$ cat src/ehu_regs.svh
// Constants of the event handling unit: addresses, offsets, status fields
`ifndef EHU_REGS_SVH
`define EHU_REGS_SVH

`define EHU_RESET_ADDR   32'h80000000
`define EHU_AV_W         14
// Exception vector bit positions, highest priority at bit 0
`define EHU_X_MULTI      0
`define EHU_X_IMISS      1
`define EHU_X_IPROT      2
`define EHU_X_ILLEGAL    3
`define EHU_X_DMISS      4
`define EHU_X_DPROT      5
`define EHU_X_SCALL      6
`define EHU_XN           7
// Handler offsets from the vector base
`define EHU_OFS_DEBUG    32'h00000000
`define EHU_OFS_MULTI    32'h00000004
`define EHU_OFS_IPROT    32'h00000008
`define EHU_OFS_ILLEGAL  32'h0000000c
`define EHU_OFS_DPROT    32'h00000010
`define EHU_OFS_IMISS    32'h00000050
`define EHU_OFS_DMISS    32'h00000060
`define EHU_OFS_SCALL    32'h00000100
// Status register fields
`define EHU_SR_DMASK     26
`define EHU_SR_DSTATE    27
`define EHU_SR_MODE_LO   22
`define EHU_SR_RESET     32'h00400000
`define EHU_MODE_APP     3'h0
`define EHU_MODE_SUP     3'h1
`define EHU_MODE_INT     3'h2
`define EHU_MODE_EXC     3'h3

`endif
$ cat src/ehu_pkg.sv
// Types of the event handling unit
package ehu_pkg;

    typedef enum logic [3:0] {
        EHU_C_NONE,
        EHU_C_DEBUG,
        EHU_C_MULTI,
        EHU_C_IMISS,
        EHU_C_IPROT,
        EHU_C_ILLEGAL,
        EHU_C_DMISS,
        EHU_C_DPROT,
        EHU_C_IRQ,
        EHU_C_SCALL
    } ehu_cause_t;

endpackage

$ cat src/ehu_event_unit.sv
// Event handling unit: event priority, handler entry, call, return and debug
//
// Overview of operation
// RULE1: Any accepted event halts the instruction stream and redirects to its handler.
// RULE2: Ordinary handlers sit upward from the vector base, four bytes apart.
// RULE3: A few critical handlers get wider spacing for whole routines.
// RULE4: Events have priority classes; a higher class preempts a lower one.
// RULE5: Simultaneous events on one instruction are served in fixed priority order.
// RULE6: Events of the oldest pipeline instruction are served before younger ones.
// RULE7: Interrupt entry is vector base plus the controller's autovector offset.
// RULE8: The autovector offset is 14 bits, below 16384 bytes.
// RULE9: Fetching starts at 0x80000000 after reset.
// RULE10: Translation misses and supervisor call have dedicated handler regions.
// RULE11: Every other exception has its own base-relative entry point.
// RULE12: A protection violation raises a fetch-side or data-side protection exception.
// RULE13: An access hitting no protection entry raises a fetch or data miss.
// RULE14: An access hitting several protection entries raises a multiple-hit exception.
// RULE15: A debug request enters Debug mode unless the debug entry mask is set.
// RULE16: Debug entry sets the debug state flag and branches to the debug handler.
// RULE17: Debug mode runs in exception context, saving into dedicated return registers.
// RULE18: In Debug mode the status mode field is freely writable.
// RULE19: The debug return leaves Debug mode and restores the previous context.
// RULE20: Supervisor call pushes return address and status; supervisor return restores them.
// RULE21: Entry address is vector base plus offset, computed combinationally, never remapped.
`include "ehu_regs.svh"
`timescale 1ns/1ns
`default_nettype none

module ehu_event_unit
    import ehu_pkg::*;
(
    // Clock and reset
    input  wire logic                 i_clk,
    input  wire logic                 i_rst_n,
    // Vector base and pipeline state
    input  wire logic [31:0]          i_event_vector_base,
    input  wire logic [31:0]          i_old_pc,
    input  wire logic [31:0]          i_young_pc,
    input  wire logic [`EHU_XN-1:0]   i_old_exc,
    input  wire logic [`EHU_XN-1:0]   i_young_exc,
    // Memory protection unit result
    input  wire logic                 i_mpu_chk,
    input  wire logic                 i_mpu_fetch,
    input  wire logic [1:0]           i_mpu_nhit,
    input  wire logic                 i_mpu_viol,
    // Interrupt controller and debug source
    input  wire logic                 i_irq_req,
    input  wire logic [`EHU_AV_W-1:0] i_irq_autovec,
    input  wire logic                 i_dbg_req,
    // Returns and stack read data
    input  wire logic                 i_rete,
    input  wire logic                 i_rets,
    input  wire logic                 i_retd,
    input  wire logic [31:0]          i_stk_ra,
    input  wire logic [31:0]          i_stk_sr,
    // Status register write
    input  wire logic                 i_sr_we,
    input  wire logic [31:0]          i_sr_wdata,
    // Redirect
    output logic                      o_halt,
    output logic [31:0]               o_target,
    output var ehu_cause_t            o_cause,
    output logic                      o_irq_ack,
    // System stack
    output logic                      o_stk_push,
    output logic                      o_stk_pop,
    output logic [31:0]               o_stk_ra,
    output logic [31:0]               o_stk_sr,
    // Status and debug return registers
    output logic [31:0]               o_sr,
    output logic [31:0]               o_dbg_rar,
    output logic [31:0]               o_dbg_rsr
);

    ////////////////////////////////////////////////////////////////////////////
    logic [31:0]        sr_q;
    logic [31:0]        sr_d;
    logic [2:0]         mode;
    logic               dbg_on;
    logic               mpu_prot;
    logic               mpu_miss;
    logic               mpu_multi;
    logic [`EHU_XN-1:0] mpu_vec;
    logic [`EHU_XN-1:0] old_v;
    logic [`EHU_XN-1:0] young_v;
    logic               irq_ok;
    logic               dbg_ok;
    ehu_cause_t         sel_c;
    logic [31:0]        ofs_c;
    logic [31:0]        ra_c;
    logic [31:0]        entry_c;
    logic               take;
    logic               ret_any;

    assign mode   = sr_q[`EHU_SR_MODE_LO +: 3];
    assign dbg_on = sr_q[`EHU_SR_DSTATE];

    // Protection unit outcome; a miss is only meaningful with zero hits
    assign mpu_miss  = i_mpu_chk && (i_mpu_nhit == 2'h0);                       // RULE13
    assign mpu_multi = i_mpu_chk && (i_mpu_nhit[1] == 1'b1);                    // RULE14
    assign mpu_prot  = i_mpu_chk && (i_mpu_nhit == 2'h1) && i_mpu_viol;         // RULE12

    always_comb
    begin
        mpu_vec = '0;
        mpu_vec[`EHU_X_MULTI] = mpu_multi;                                      // RULE14
        if (i_mpu_fetch)
        begin
            mpu_vec[`EHU_X_IMISS] = mpu_miss;                                   // RULE13
            mpu_vec[`EHU_X_IPROT] = mpu_prot;                                   // RULE12
        end
        else
        begin
            mpu_vec[`EHU_X_DMISS] = mpu_miss;                                   // RULE13
            mpu_vec[`EHU_X_DPROT] = mpu_prot;                                   // RULE12
        end
    end

    // Fetch faults belong to the younger instruction, data faults to the older
    assign old_v   = i_old_exc | (i_mpu_fetch ? '0 : mpu_vec);
    assign young_v = i_young_exc | (i_mpu_fetch ? mpu_vec : '0);

    // Interrupts only preempt a lower class; debug requests ignore the mode, and neither is taken in Debug mode
    assign irq_ok = i_irq_req && !dbg_on && (mode < `EHU_MODE_INT);            // RULE4
    assign dbg_ok = i_dbg_req && !sr_q[`EHU_SR_DMASK] && !dbg_on;              // RULE15

    ////////////////////////////////////////////////////////////////////////////
    function automatic ehu_cause_t pick(input logic [`EHU_XN-1:0] v);
        ehu_cause_t c;
        c = EHU_C_NONE;
        // Lowest index wins: walk downward so the last hit is the highest
        for (int i = `EHU_XN - 1; i >= 0; i--)
        begin
            if (v[i])
            begin
                case (i)
                    `EHU_X_MULTI:   c = EHU_C_MULTI;
                    `EHU_X_IMISS:   c = EHU_C_IMISS;
                    `EHU_X_IPROT:   c = EHU_C_IPROT;
                    `EHU_X_ILLEGAL: c = EHU_C_ILLEGAL;
                    `EHU_X_DMISS:   c = EHU_C_DMISS;
                    `EHU_X_DPROT:   c = EHU_C_DPROT;
                    default:        c = EHU_C_SCALL;
                endcase
            end
        end
        return c;
    endfunction

    always_comb
    begin
        sel_c = EHU_C_NONE;
        ra_c  = i_young_pc;
        if (dbg_ok)
            sel_c = EHU_C_DEBUG;
        else if (old_v != '0)
        begin
            sel_c = pick(old_v);                                                // RULE5 RULE6
            ra_c  = i_old_pc;
        end
        else if (irq_ok)
            sel_c = EHU_C_IRQ;
        else if (young_v != '0)
            sel_c = pick(young_v);                                              // RULE6
    end

    always_comb
    begin
        case (sel_c)
            EHU_C_DEBUG:   ofs_c = `EHU_OFS_DEBUG;                              // RULE16
            EHU_C_MULTI:   ofs_c = `EHU_OFS_MULTI;                              // RULE2
            EHU_C_IPROT:   ofs_c = `EHU_OFS_IPROT;                              // RULE11
            EHU_C_ILLEGAL: ofs_c = `EHU_OFS_ILLEGAL;                            // RULE11
            EHU_C_DPROT:   ofs_c = `EHU_OFS_DPROT;                              // RULE11
            EHU_C_IMISS:   ofs_c = `EHU_OFS_IMISS;                              // RULE3 RULE10
            EHU_C_DMISS:   ofs_c = `EHU_OFS_DMISS;                              // RULE3 RULE10
            EHU_C_SCALL:   ofs_c = `EHU_OFS_SCALL;                              // RULE10
            EHU_C_IRQ:     ofs_c = {18'h00000, i_irq_autovec};                  // RULE7 RULE8
            default:       ofs_c = 32'h00000000;
        endcase
    end

    // No remapping: plain sum of base and offset
    assign entry_c = i_event_vector_base + ofs_c;                               // RULE21
    assign take    = (sel_c != EHU_C_NONE);                                     // RULE1
    assign ret_any = !take && (i_rete || i_rets || (i_retd && dbg_on));

    ////////////////////////////////////////////////////////////////////////////
    // Status register: events, returns, then software writes
    always_comb
    begin
        sr_d = sr_q;
        if (take)
        begin
            case (sel_c)
                EHU_C_DEBUG:
                begin
                    sr_d[`EHU_SR_DSTATE] = 1'b1;                                // RULE16
                    sr_d[`EHU_SR_MODE_LO +: 3] = `EHU_MODE_EXC;                 // RULE17
                end
                EHU_C_IRQ:   sr_d[`EHU_SR_MODE_LO +: 3] = `EHU_MODE_INT;
                EHU_C_SCALL: sr_d[`EHU_SR_MODE_LO +: 3] = `EHU_MODE_SUP;
                default:     sr_d[`EHU_SR_MODE_LO +: 3] = `EHU_MODE_EXC;
            endcase
        end
        else if (i_retd && dbg_on)
            sr_d = o_dbg_rsr;                                                   // RULE19
        else if (i_rete || i_rets)
            sr_d = i_stk_sr;                                                    // RULE20
        else if (i_sr_we)
        begin
            sr_d = i_sr_wdata;
            sr_d[`EHU_SR_DSTATE] = dbg_on;
            // Mode change needs privilege, except in Debug mode
            if (!dbg_on && (mode == `EHU_MODE_APP))
                sr_d[`EHU_SR_MODE_LO +: 3] = mode;                              // RULE18
        end
    end

    always_ff @(posedge i_clk or negedge i_rst_n)
    begin
        if (!i_rst_n)
            sr_q <= `EHU_SR_RESET;
        else
            sr_q <= sr_d;
    end

    // Redirect outputs; reset itself redirects to the boot address
    always_ff @(posedge i_clk or negedge i_rst_n)
    begin
        if (!i_rst_n)
        begin
            o_halt    <= 1'b1;
            o_target  <= `EHU_RESET_ADDR;                                       // RULE9
            o_cause   <= EHU_C_NONE;
            o_irq_ack <= 1'b0;
        end
        else
        begin
            o_halt    <= take || ret_any;                                       // RULE1
            o_irq_ack <= (sel_c == EHU_C_IRQ);                                  // RULE7
            o_cause   <= sel_c;
            if (take)
                o_target <= entry_c;                                            // RULE21
            else if (i_retd && dbg_on)
                o_target <= o_dbg_rar;                                          // RULE19
            else if (ret_any)
                o_target <= i_stk_ra;                                           // RULE20
        end
    end

    // Stack traffic; debug entry avoids the stack entirely
    always_ff @(posedge i_clk or negedge i_rst_n)
    begin
        if (!i_rst_n)
        begin
            o_stk_push <= 1'b0;
            o_stk_pop  <= 1'b0;
            o_stk_ra   <= 32'h00000000;
            o_stk_sr   <= 32'h00000000;
        end
        else
        begin
            o_stk_push <= take && (sel_c != EHU_C_DEBUG);                       // RULE17 RULE20
            o_stk_pop  <= !take && (i_rete || i_rets) && !(i_retd && dbg_on);   // RULE20
            if (take && (sel_c != EHU_C_DEBUG))
            begin
                o_stk_ra <= ra_c;                                               // RULE20
                o_stk_sr <= sr_q;
            end
        end
    end

    // Dedicated debug return registers
    always_ff @(posedge i_clk or negedge i_rst_n)
    begin
        if (!i_rst_n)
        begin
            o_dbg_rar <= 32'h00000000;
            o_dbg_rsr <= 32'h00000000;
        end
        else if (sel_c == EHU_C_DEBUG)
        begin
            o_dbg_rar <= ra_c;                                                  // RULE17
            o_dbg_rsr <= sr_q;
        end
    end

    assign o_sr = sr_q;
endmodule

`default_nettype wire

$ cat config.mk
export PLATFORM = sky130hd
export DESIGN_NAME = ehu_event_unit
export DESIGN_NICKNAME = d
export VERILOG_FILES = /design/src/ehu_pkg.sv /design/src/ehu_event_unit.sv
export VERILOG_INCLUDE_DIRS = /design/src
export SDC_FILE = /design/constraint.sdc
export NUM_CORES = 1
export LEC_CHECK = 0
export ABC_CLOCK_PERIOD_IN_PS = 5020
export BUFFER_PORTS_ARGS = -buffer_cell sky130_fd_sc_hd__buf_4
export CAP_MARGIN = 0
export CORE_AREA = 2 2 167 169
export DETAILED_ROUTE_END_ITERATION = 7
export DIE_AREA = 0 0 169 171
export PLACE_DENSITY = 0.63
export SLEW_MARGIN = 15
export SYNTH_ARGS = -nofsm -noshare
export SYNTH_HDL_FRONTEND = slang
export SYNTH_SLANG_ARGS = --single-unit
$ cat constraint.sdc
create_clock -name i_clk -period 5.02 [get_ports i_clk]
set_input_delay 1.004 -clock i_clk [delete_from_list [all_inputs] [get_ports i_clk]]
set_output_delay 1.004 -clock i_clk [all_outputs]
set_load 0.005 [all_outputs]
=== Word level (Yosys, flattened, before mapping) ===
Cells that the tools add are included.

* Shifts and indexed selects: 0
* Divide/modulo/power cells: 0
* Mux-type cells: 36
* Multiply operators: 0
* Bitwise gates (word level): 3
* Magnitude comparators: 1
* Add/subtract/negate cells: 1
* Equality and inequality tests: 13
* Reductions and logical operators: 33

{| class="wikitable"
|+ Operators with widths
! operator !! count
|-
| 32-bit two-way mux || 8
|-
| 14-bit one-hot mux with 8 select lines || 1
|-
| 4-bit two-way mux || 18
|-
| 32-bit adder || 1
|-
| 4-bit by 3-bit == test with 1-bit output (second input constant) || 4
|-
| 1-bit logical AND || 14
|-
| 7-bit by 6-bit OR with 7-bit output || 2
|-
| 7-bit nonzero test || 2
|-
| 6-bit two-way mux || 2
|-
| 3-bit nonzero test || 3
|-
| 4-bit by 2-bit == test with 1-bit output (second input constant) || 2
|-
| 4-bit == test (second input constant) || 2
|-
| 4-bit nonzero test || 2
|-
| 3-bit two-way mux || 2
|-
| 2-bit AND reduction || 3
|-
| 4-bit by 1-bit == test with 1-bit output (second input constant) || 1
|-
| 1-bit zero test || 4
|-
| 2-bit two-way mux || 2
|-
| 4-bit by 1-bit != test with 1-bit output (second input constant) || 1
|-
| 4-bit by 3-bit != test with 1-bit output (second input constant) || 1
|-
| 2-bit one-hot mux with 2 select lines || 1
|-
| 3-bit zero test || 1
|-
| 1-bit logical OR || 3
|-
| 3-bit by 2-bit < comparator with 1-bit output (second input constant) || 1
|-
| 5 further kinds || 6
|}

* Bits in latches: 0
* RAM bits: 0
* Input bits: 233
* Memories: 0
* Logic and storage cells: 100
* Bits in read-only memories: 0
* Register bits: 200

=== Logic depth before layout (Yosys ltp) ===
* Depth in word-level cells: 23
* Mapped depth: 17

=== Worst setup path after synthesis ===
OpenSTA, ideal clock, no wires.

* Kind: input to register
* From: input port i_young_exc[5]
* To: register o_target[13]
* Library setup time: 0.127 ns
* Data arrival time: 4.253 ns
* Cell stages on the path: 15
* Setup slack: 0.640 ns
* Cell sequence: or4_1 -> a21o_1 -> o31a_1 -> nor3_4 -> buf_2 -> nand3_1 -> nand2_1 -> ha_1 -> and2_1 -> a221oi_1 -> a21oi_1 -> or2_2 -> a21oi_1 -> xor2_1 -> a21oi_1

* Cells in the longest elaborated chain, start to end: 15
* Elaborated cells between the ends (all ways): 27
* Those cells by class: 1 x add/sub; 8 x eq/ne; 12 x mux; 1 x bitwise; 5 x reduce/logical

{| class="wikitable"
|+ Ends and longest elaborated chain
! what !! line !! text
|-
| start, declared || ehu_event_unit.sv:40 || <nowiki>input wire logic [`EHU_XN-1:0] i_young_exc,</nowiki>
|-
| 7-bit by 6-bit OR with 7-bit output (*) || ehu_event_unit.sv:121 || <nowiki>assign young_v = i_young_exc | (i_mpu_fetch ? mpu_vec : '0);</nowiki>
|-
| 4-bit two-way mux (6 in series) || ehu_event_unit.sv:134 || <nowiki>if (v[i])</nowiki>
|-
| 4-bit two-way mux (*) || ehu_event_unit.sv:163 || <nowiki>else if (young_v != '0)</nowiki>
|-
| 4-bit two-way mux (*) || ehu_event_unit.sv:161 || <nowiki>else if (irq_ok)</nowiki>
|-
| 4-bit two-way mux (*) || ehu_event_unit.sv:156 || <nowiki>else if (old_v != '0)</nowiki>
|-
| 4-bit two-way mux (*) || ehu_event_unit.sv:154 || <nowiki>if (dbg_ok)</nowiki>
|-
| via sel_c[3] || ehu_event_unit.sv:88 || <nowiki>ehu_cause_t sel_c;</nowiki>
|-
| 4-bit == test (tied with other cells) || ehu_event_unit.sv:169 || <nowiki>case (sel_c)</nowiki>
|-
| 14-bit one-hot mux with 8 select lines or 1-bit zero test (tied branches) || ehu_event_unit.sv:169, ehu_event_unit.sv:186 ||
|-
| 32-bit adder or 1-bit logical AND (tied branches) || ehu_event_unit.sv:184, ehu_event_unit.sv:186 ||
|-
| 32-bit two-way mux or 3-bit nonzero test (tied branches) || - ||
|-
| end signal, assigned || ehu_event_unit.sv:244 || <nowiki>o_target <= entry_c;</nowiki>
|-
| end signal, assigned || ehu_event_unit.sv:246 || <nowiki>o_target <= o_dbg_rar;</nowiki>
|-
| end signal, assigned || ehu_event_unit.sv:248 || <nowiki>o_target <= i_stk_ra;</nowiki>
|-
| end, declared || ehu_event_unit.sv:61 || <nowiki>output logic [31:0] o_target,</nowiki>
|}

The timed path passes the listed nets; every way through them passes the cells marked *.
A chain may end at the register's enable or synchronous reset.

=== Worst setup path after layout ===
* From: input port i_young_exc[5]
* To: register o_target[30]

* Cells in the longest elaborated chain, start to end: 15
* Elaborated cells between the ends (all ways): 27
* Those cells by class: 1 x add/sub; 8 x eq/ne; 12 x mux; 1 x bitwise; 5 x reduce/logical

{| class="wikitable"
|+ Ends and longest elaborated chain
! what !! line
|-
| 7-bit by 6-bit OR with 7-bit output (*) || ehu_event_unit.sv:121
|-
| 4-bit two-way mux (6 in series) || ehu_event_unit.sv:134
|-
| 4-bit two-way mux (*) || ehu_event_unit.sv:163
|-
| 4-bit two-way mux (*) || ehu_event_unit.sv:161
|-
| 4-bit two-way mux (*) || ehu_event_unit.sv:156
|-
| 4-bit two-way mux (*) || ehu_event_unit.sv:154
|-
| 4-bit == test (tied with other cells) || ehu_event_unit.sv:169
|-
| 14-bit one-hot mux with 8 select lines or 1-bit zero test (tied branches) || ehu_event_unit.sv:169, ehu_event_unit.sv:186
|-
| 32-bit adder or 1-bit logical AND (tied branches) || ehu_event_unit.sv:184, ehu_event_unit.sv:186
|-
| 32-bit two-way mux or 3-bit nonzero test (tied branches) || -
|}

Mark *: on every way between the ends. The rest lies on a longest branch, timed or not.

==> flow_metrics.env <==
export IMPL_worst_pin_slew_ps=1087
export IMPL_post_cts_setup_buffers=0
export IMPL_die_height_um=171
export IMPL_yosysSeqAreaShare_pct=48.52
export IMPL_synthDistinctLibCells=57
export IMPL_hold_viol=0
export IMPL_detail_route_vias_per_cell=5.225
export IMPL_grt_max_degree=122
export IMPL_period_share_pct=89.82
export IMPL_synth_top_flop_cell="dfrtp_1"
export IMPL_cts_buffers=17
export IMPL_whs_endpoint="o_stk_sr[16]$_DFFE_PN0P_"
export IMPL_post_cts_resized=0
export IMPL_min_delay_start="o_stk_sr[16]$_DFFE_PN0P_"
export IMPL_worstPathRequired_ps=5300
export IMPL_synthArstFlopShare_pct=100.0
export IMPL_rsz0062_at_grt="false"
export IMPL_cts_root_buf="clkbuf_16"
export IMPL_clock_skew_ps=12.14
export IMPL_cts_sinks=200
export IMPL_fin_tns_setup_ps=0
export IMPL_cp_num_buf_inv=2
export IMPL_drcViolationCount=0
export IMPL_nets=1743
export IMPL_wl_mm=37.13
export IMPL_clock_latency_ps=430
export IMPL_r2r_end="o_target[30]$_DFFE_PN0P_"
export IMPL_die_area_um2=28900
export IMPL_syn_nets=1356
export IMPL_grt_usage_pct=24.93
export IMPL_synth_area_leaders="dfrtp_1 (48%), nand2_1 (8.8%), mux2_2 (6.9%)"
export IMPL_final_max_slew_violation_count=0
export IMPL_place_congestion=0.8748
export IMPL_areaGrowthSynthToFinish_pct=39.49
export IMPL_wl_per_cell_um=20.02
export IMPL_rrSetupSlack_ps=890
export IMPL_drv_cap=0
export IMPL_post_synth_top_area_cell="dfrtp_1"
export IMPL_tritoncts="done"
export IMPL_worstHoldPathType="flip-flop to flip-flop"
export IMPL_antenna_left=0
export IMPL_cp_end_kind="flip-flop"
export IMPL_stdcell_area_um2=14400
export IMPL_start_kind="input pin"
export IMPL_synth_cells=1108
export IMPL_max_stage_delay_ps=510
export IMPL_first_pass_iters=5
export IMPL_rows=61
export IMPL_avgSynthCellArea_um2=9.316
export IMPL_hold_depth=2
export IMPL_total_power_uw=6852
export IMPL_path_cells="buf_4, or4_1, a21o_1, o31a_1, nor3_4, buf_12, and2_1, nand2_1, fa_1, nand2b_1, a21oi_1, o21ai_0, o2bb2ai_1, nor3_1, xnor2_1, a21oi_1"
export IMPL_crit_top_cell="a21oi_1"
export IMPL_layout_drive_gt1_share_pct=37.07
export IMPL_initial_core_util_pct=37.78
export IMPL_die_w_um=169
export IMPL_fillers=2616
export IMPL_synth_warnings=0
export IMPL_core_area_um2=27320
export IMPL_power_density_cell_area_nw_per_um2=475.9
export IMPL_synth_seq_cells=200
export IMPL_pin_count=433
export IMPL_dpl_cell_area_um2=13820
export IMPL_clkTransAtPathRegs_ps=80
export IMPL_synth_area_um2=10320
export IMPL_antenna_found_initial=1
export IMPL_vias=9693
export IMPL_gr_total_overflow=0
export IMPL_critical_path_class="input pin to flip-flop"
export IMPL_timing_hold_ws_ps=467.8
export IMPL_h_tree_depth=4
export IMPL_first_global_vias=9451
export IMPL_setup_viol=0
export IMPL_drt_iter0_markers=655
export IMPL_ff2ff_path_depth=16
export IMPL_status="finished clean"
export IMPL_startpoint="i_young_exc[5]"
export IMPL_crit_arrival_ps=4790
export IMPL_synth_top_area_share_pct=47.76
export IMPL_hold_buffers=0
export IMPL_p_leak_uw=0.007001
export IMPL_relSlewSlack_pct=27.52
export IMPL_fin_crit_ps=4509
export IMPL_crit_family="simple AND/OR/NAND/NOR gates"
export IMPL_r2r_start="o_sr[27]$_DFFE_PN0P_"
export IMPL_portBuffers=431
export IMPL_irDropWorstVdd_mv=0.2415
export IMPL_worstPathMaxFanout=16
export IMPL_hpwlAfterDp_mm=26.72
export IMPL_synth_edf_count=0
export IMPL_cpMaxStageDelayCell="or4_1"
export IMPL_cts_max_path_buffers=2
export IMPL_grt_pass1_wl_mm=54.99
export IMPL_fmax_ghz=0.2218
==> worst register-to-register path, delay by kind of cell (launching register included) <==
| kind | cells | cell delay (ps) |
|---|---|---|
| buf+inv | 2 | 320 |
| fa+ha+maj | 2 | 580 |
| xor+xnor | 1 | 150 |
| simple gates | 4 | 1170 |
| compound gates | 7 | 1290 |
| flops | 1 | 490 |
==> synthesized netlist by cell type (all sizes together), types with 5 or more instances <==
library cell,instances
inv,11
nor3,9
buf,25
nor2,22
xor2,17
and3,10
mux2,63
a21o,9
clkbuf,55
mux2i,38
a21oi,140
dfrtp,197
a211oi,29
xnor2,13
o21ai,132
o211ai,5
nand2,241
nand2b,6
ha,14
nand4,6
nand3,10
==> cells by family (layout without fill, tap and decap cells) <==
family,after synthesis,in the layout,synth area share (%)
AOI/OAI and AO/OA,345,345,18.93
adders and majority gates,15,15,1.891
and+or+nand+nor,326,326,13.65
other,0,1,0
DFF,200,200,48.52
xor gates and xnor gates,30,30,2.545
buffers and inverters,91,491,3.903
muxes,101,101,10.56
==> cell usage in the layout, fill, tap and decap left out, types with 14 or more instances in the layout <==
cell type	instances
dfrtp_1	197
xor2_1	17
a211oi_1	29
clkbuf_16	17
o21ai_0	132
nand2_1	241
mux2i_1	38
mux2_2	63
buf_4	445
a21oi_1	140
ha_1	14
nor2_1	20
==> state kept, by name (all words and copies together), names as in the netlist <==
| register | count |
|---|---|
| o_dbg_rsr | 32 |
| o_cause | 4 |
| o_stk_ra | 32 |
| o_stk_pop | 1 |
| o_dbg_rar | 32 |
| o_sr | 32 |
| o_stk_sr | 32 |
| o_stk_push | 1 |
| o_halt | 1 |
| o_irq_ack | 1 |
| o_target | 32 |
==> area by class of cell <==
class	instances	area [µm²]	area share, %
inverter	11	41.29	0.2868
timing repair buffer	448	3396	23.58
clock inverter	11	113.9	0.7908
antenna	1	2.502	0.01738
tap	346	432.9	3.007
sequential	200	5009	34.78
multi-input combinational	817	4943	34.33
clock buffer	21	460.4	3.198
==> worst max path at each step <==
stage	end	slack, ps	cells past startpoint
2_1_floorplan	o_target[13]$_DFFE_PN0P_	640	15
3_3_place_gp	o_target[30]$_DFFE_PN0P_	100	16
3_5_place_dp	o_target[30]$_DFFE_PN0P_	60	16
4_1_cts	o_target[30]$_DFFE_PN0P_	510	16
5_1_grt	o_target[30]$_DFFE_PN0P_	210	16
6_report	o_target[30]$_DFFE_PN0P_	510	16
==> per-stage QoR <==
stage | util [%] | worst slack [ps] | std cells
after floorplan | - | 639.9 | 1108
after global placement | 50.59 | 98.17 | 1822
after detailed placement | 50.59 | 59.85 | 1822
after CTS | 52.69 | 511.1 | 1854
after global routing | 52.69 | 207.7 | 1854
final | 52.70 | 511.1 | 1855
==> where the power goes <==
part           internal, µW  switching, µW
clock network           723            661
logic                  1450           1260
registers              2250            512
==> per-layer routing <==
metal | up-vias | global-route usage, % | wire length [µm]
met3 | 44 | 7.055 | 2879
met1 | 4639 | 29.07 | 14760
li1 | 4650 | - | -
met2 | 360 | 44.14 | 18500
met4 | 0 | 8.473 | 991
met5 | - | 0 | 0
Note: power is estimated with default switching activity, not from simulation.
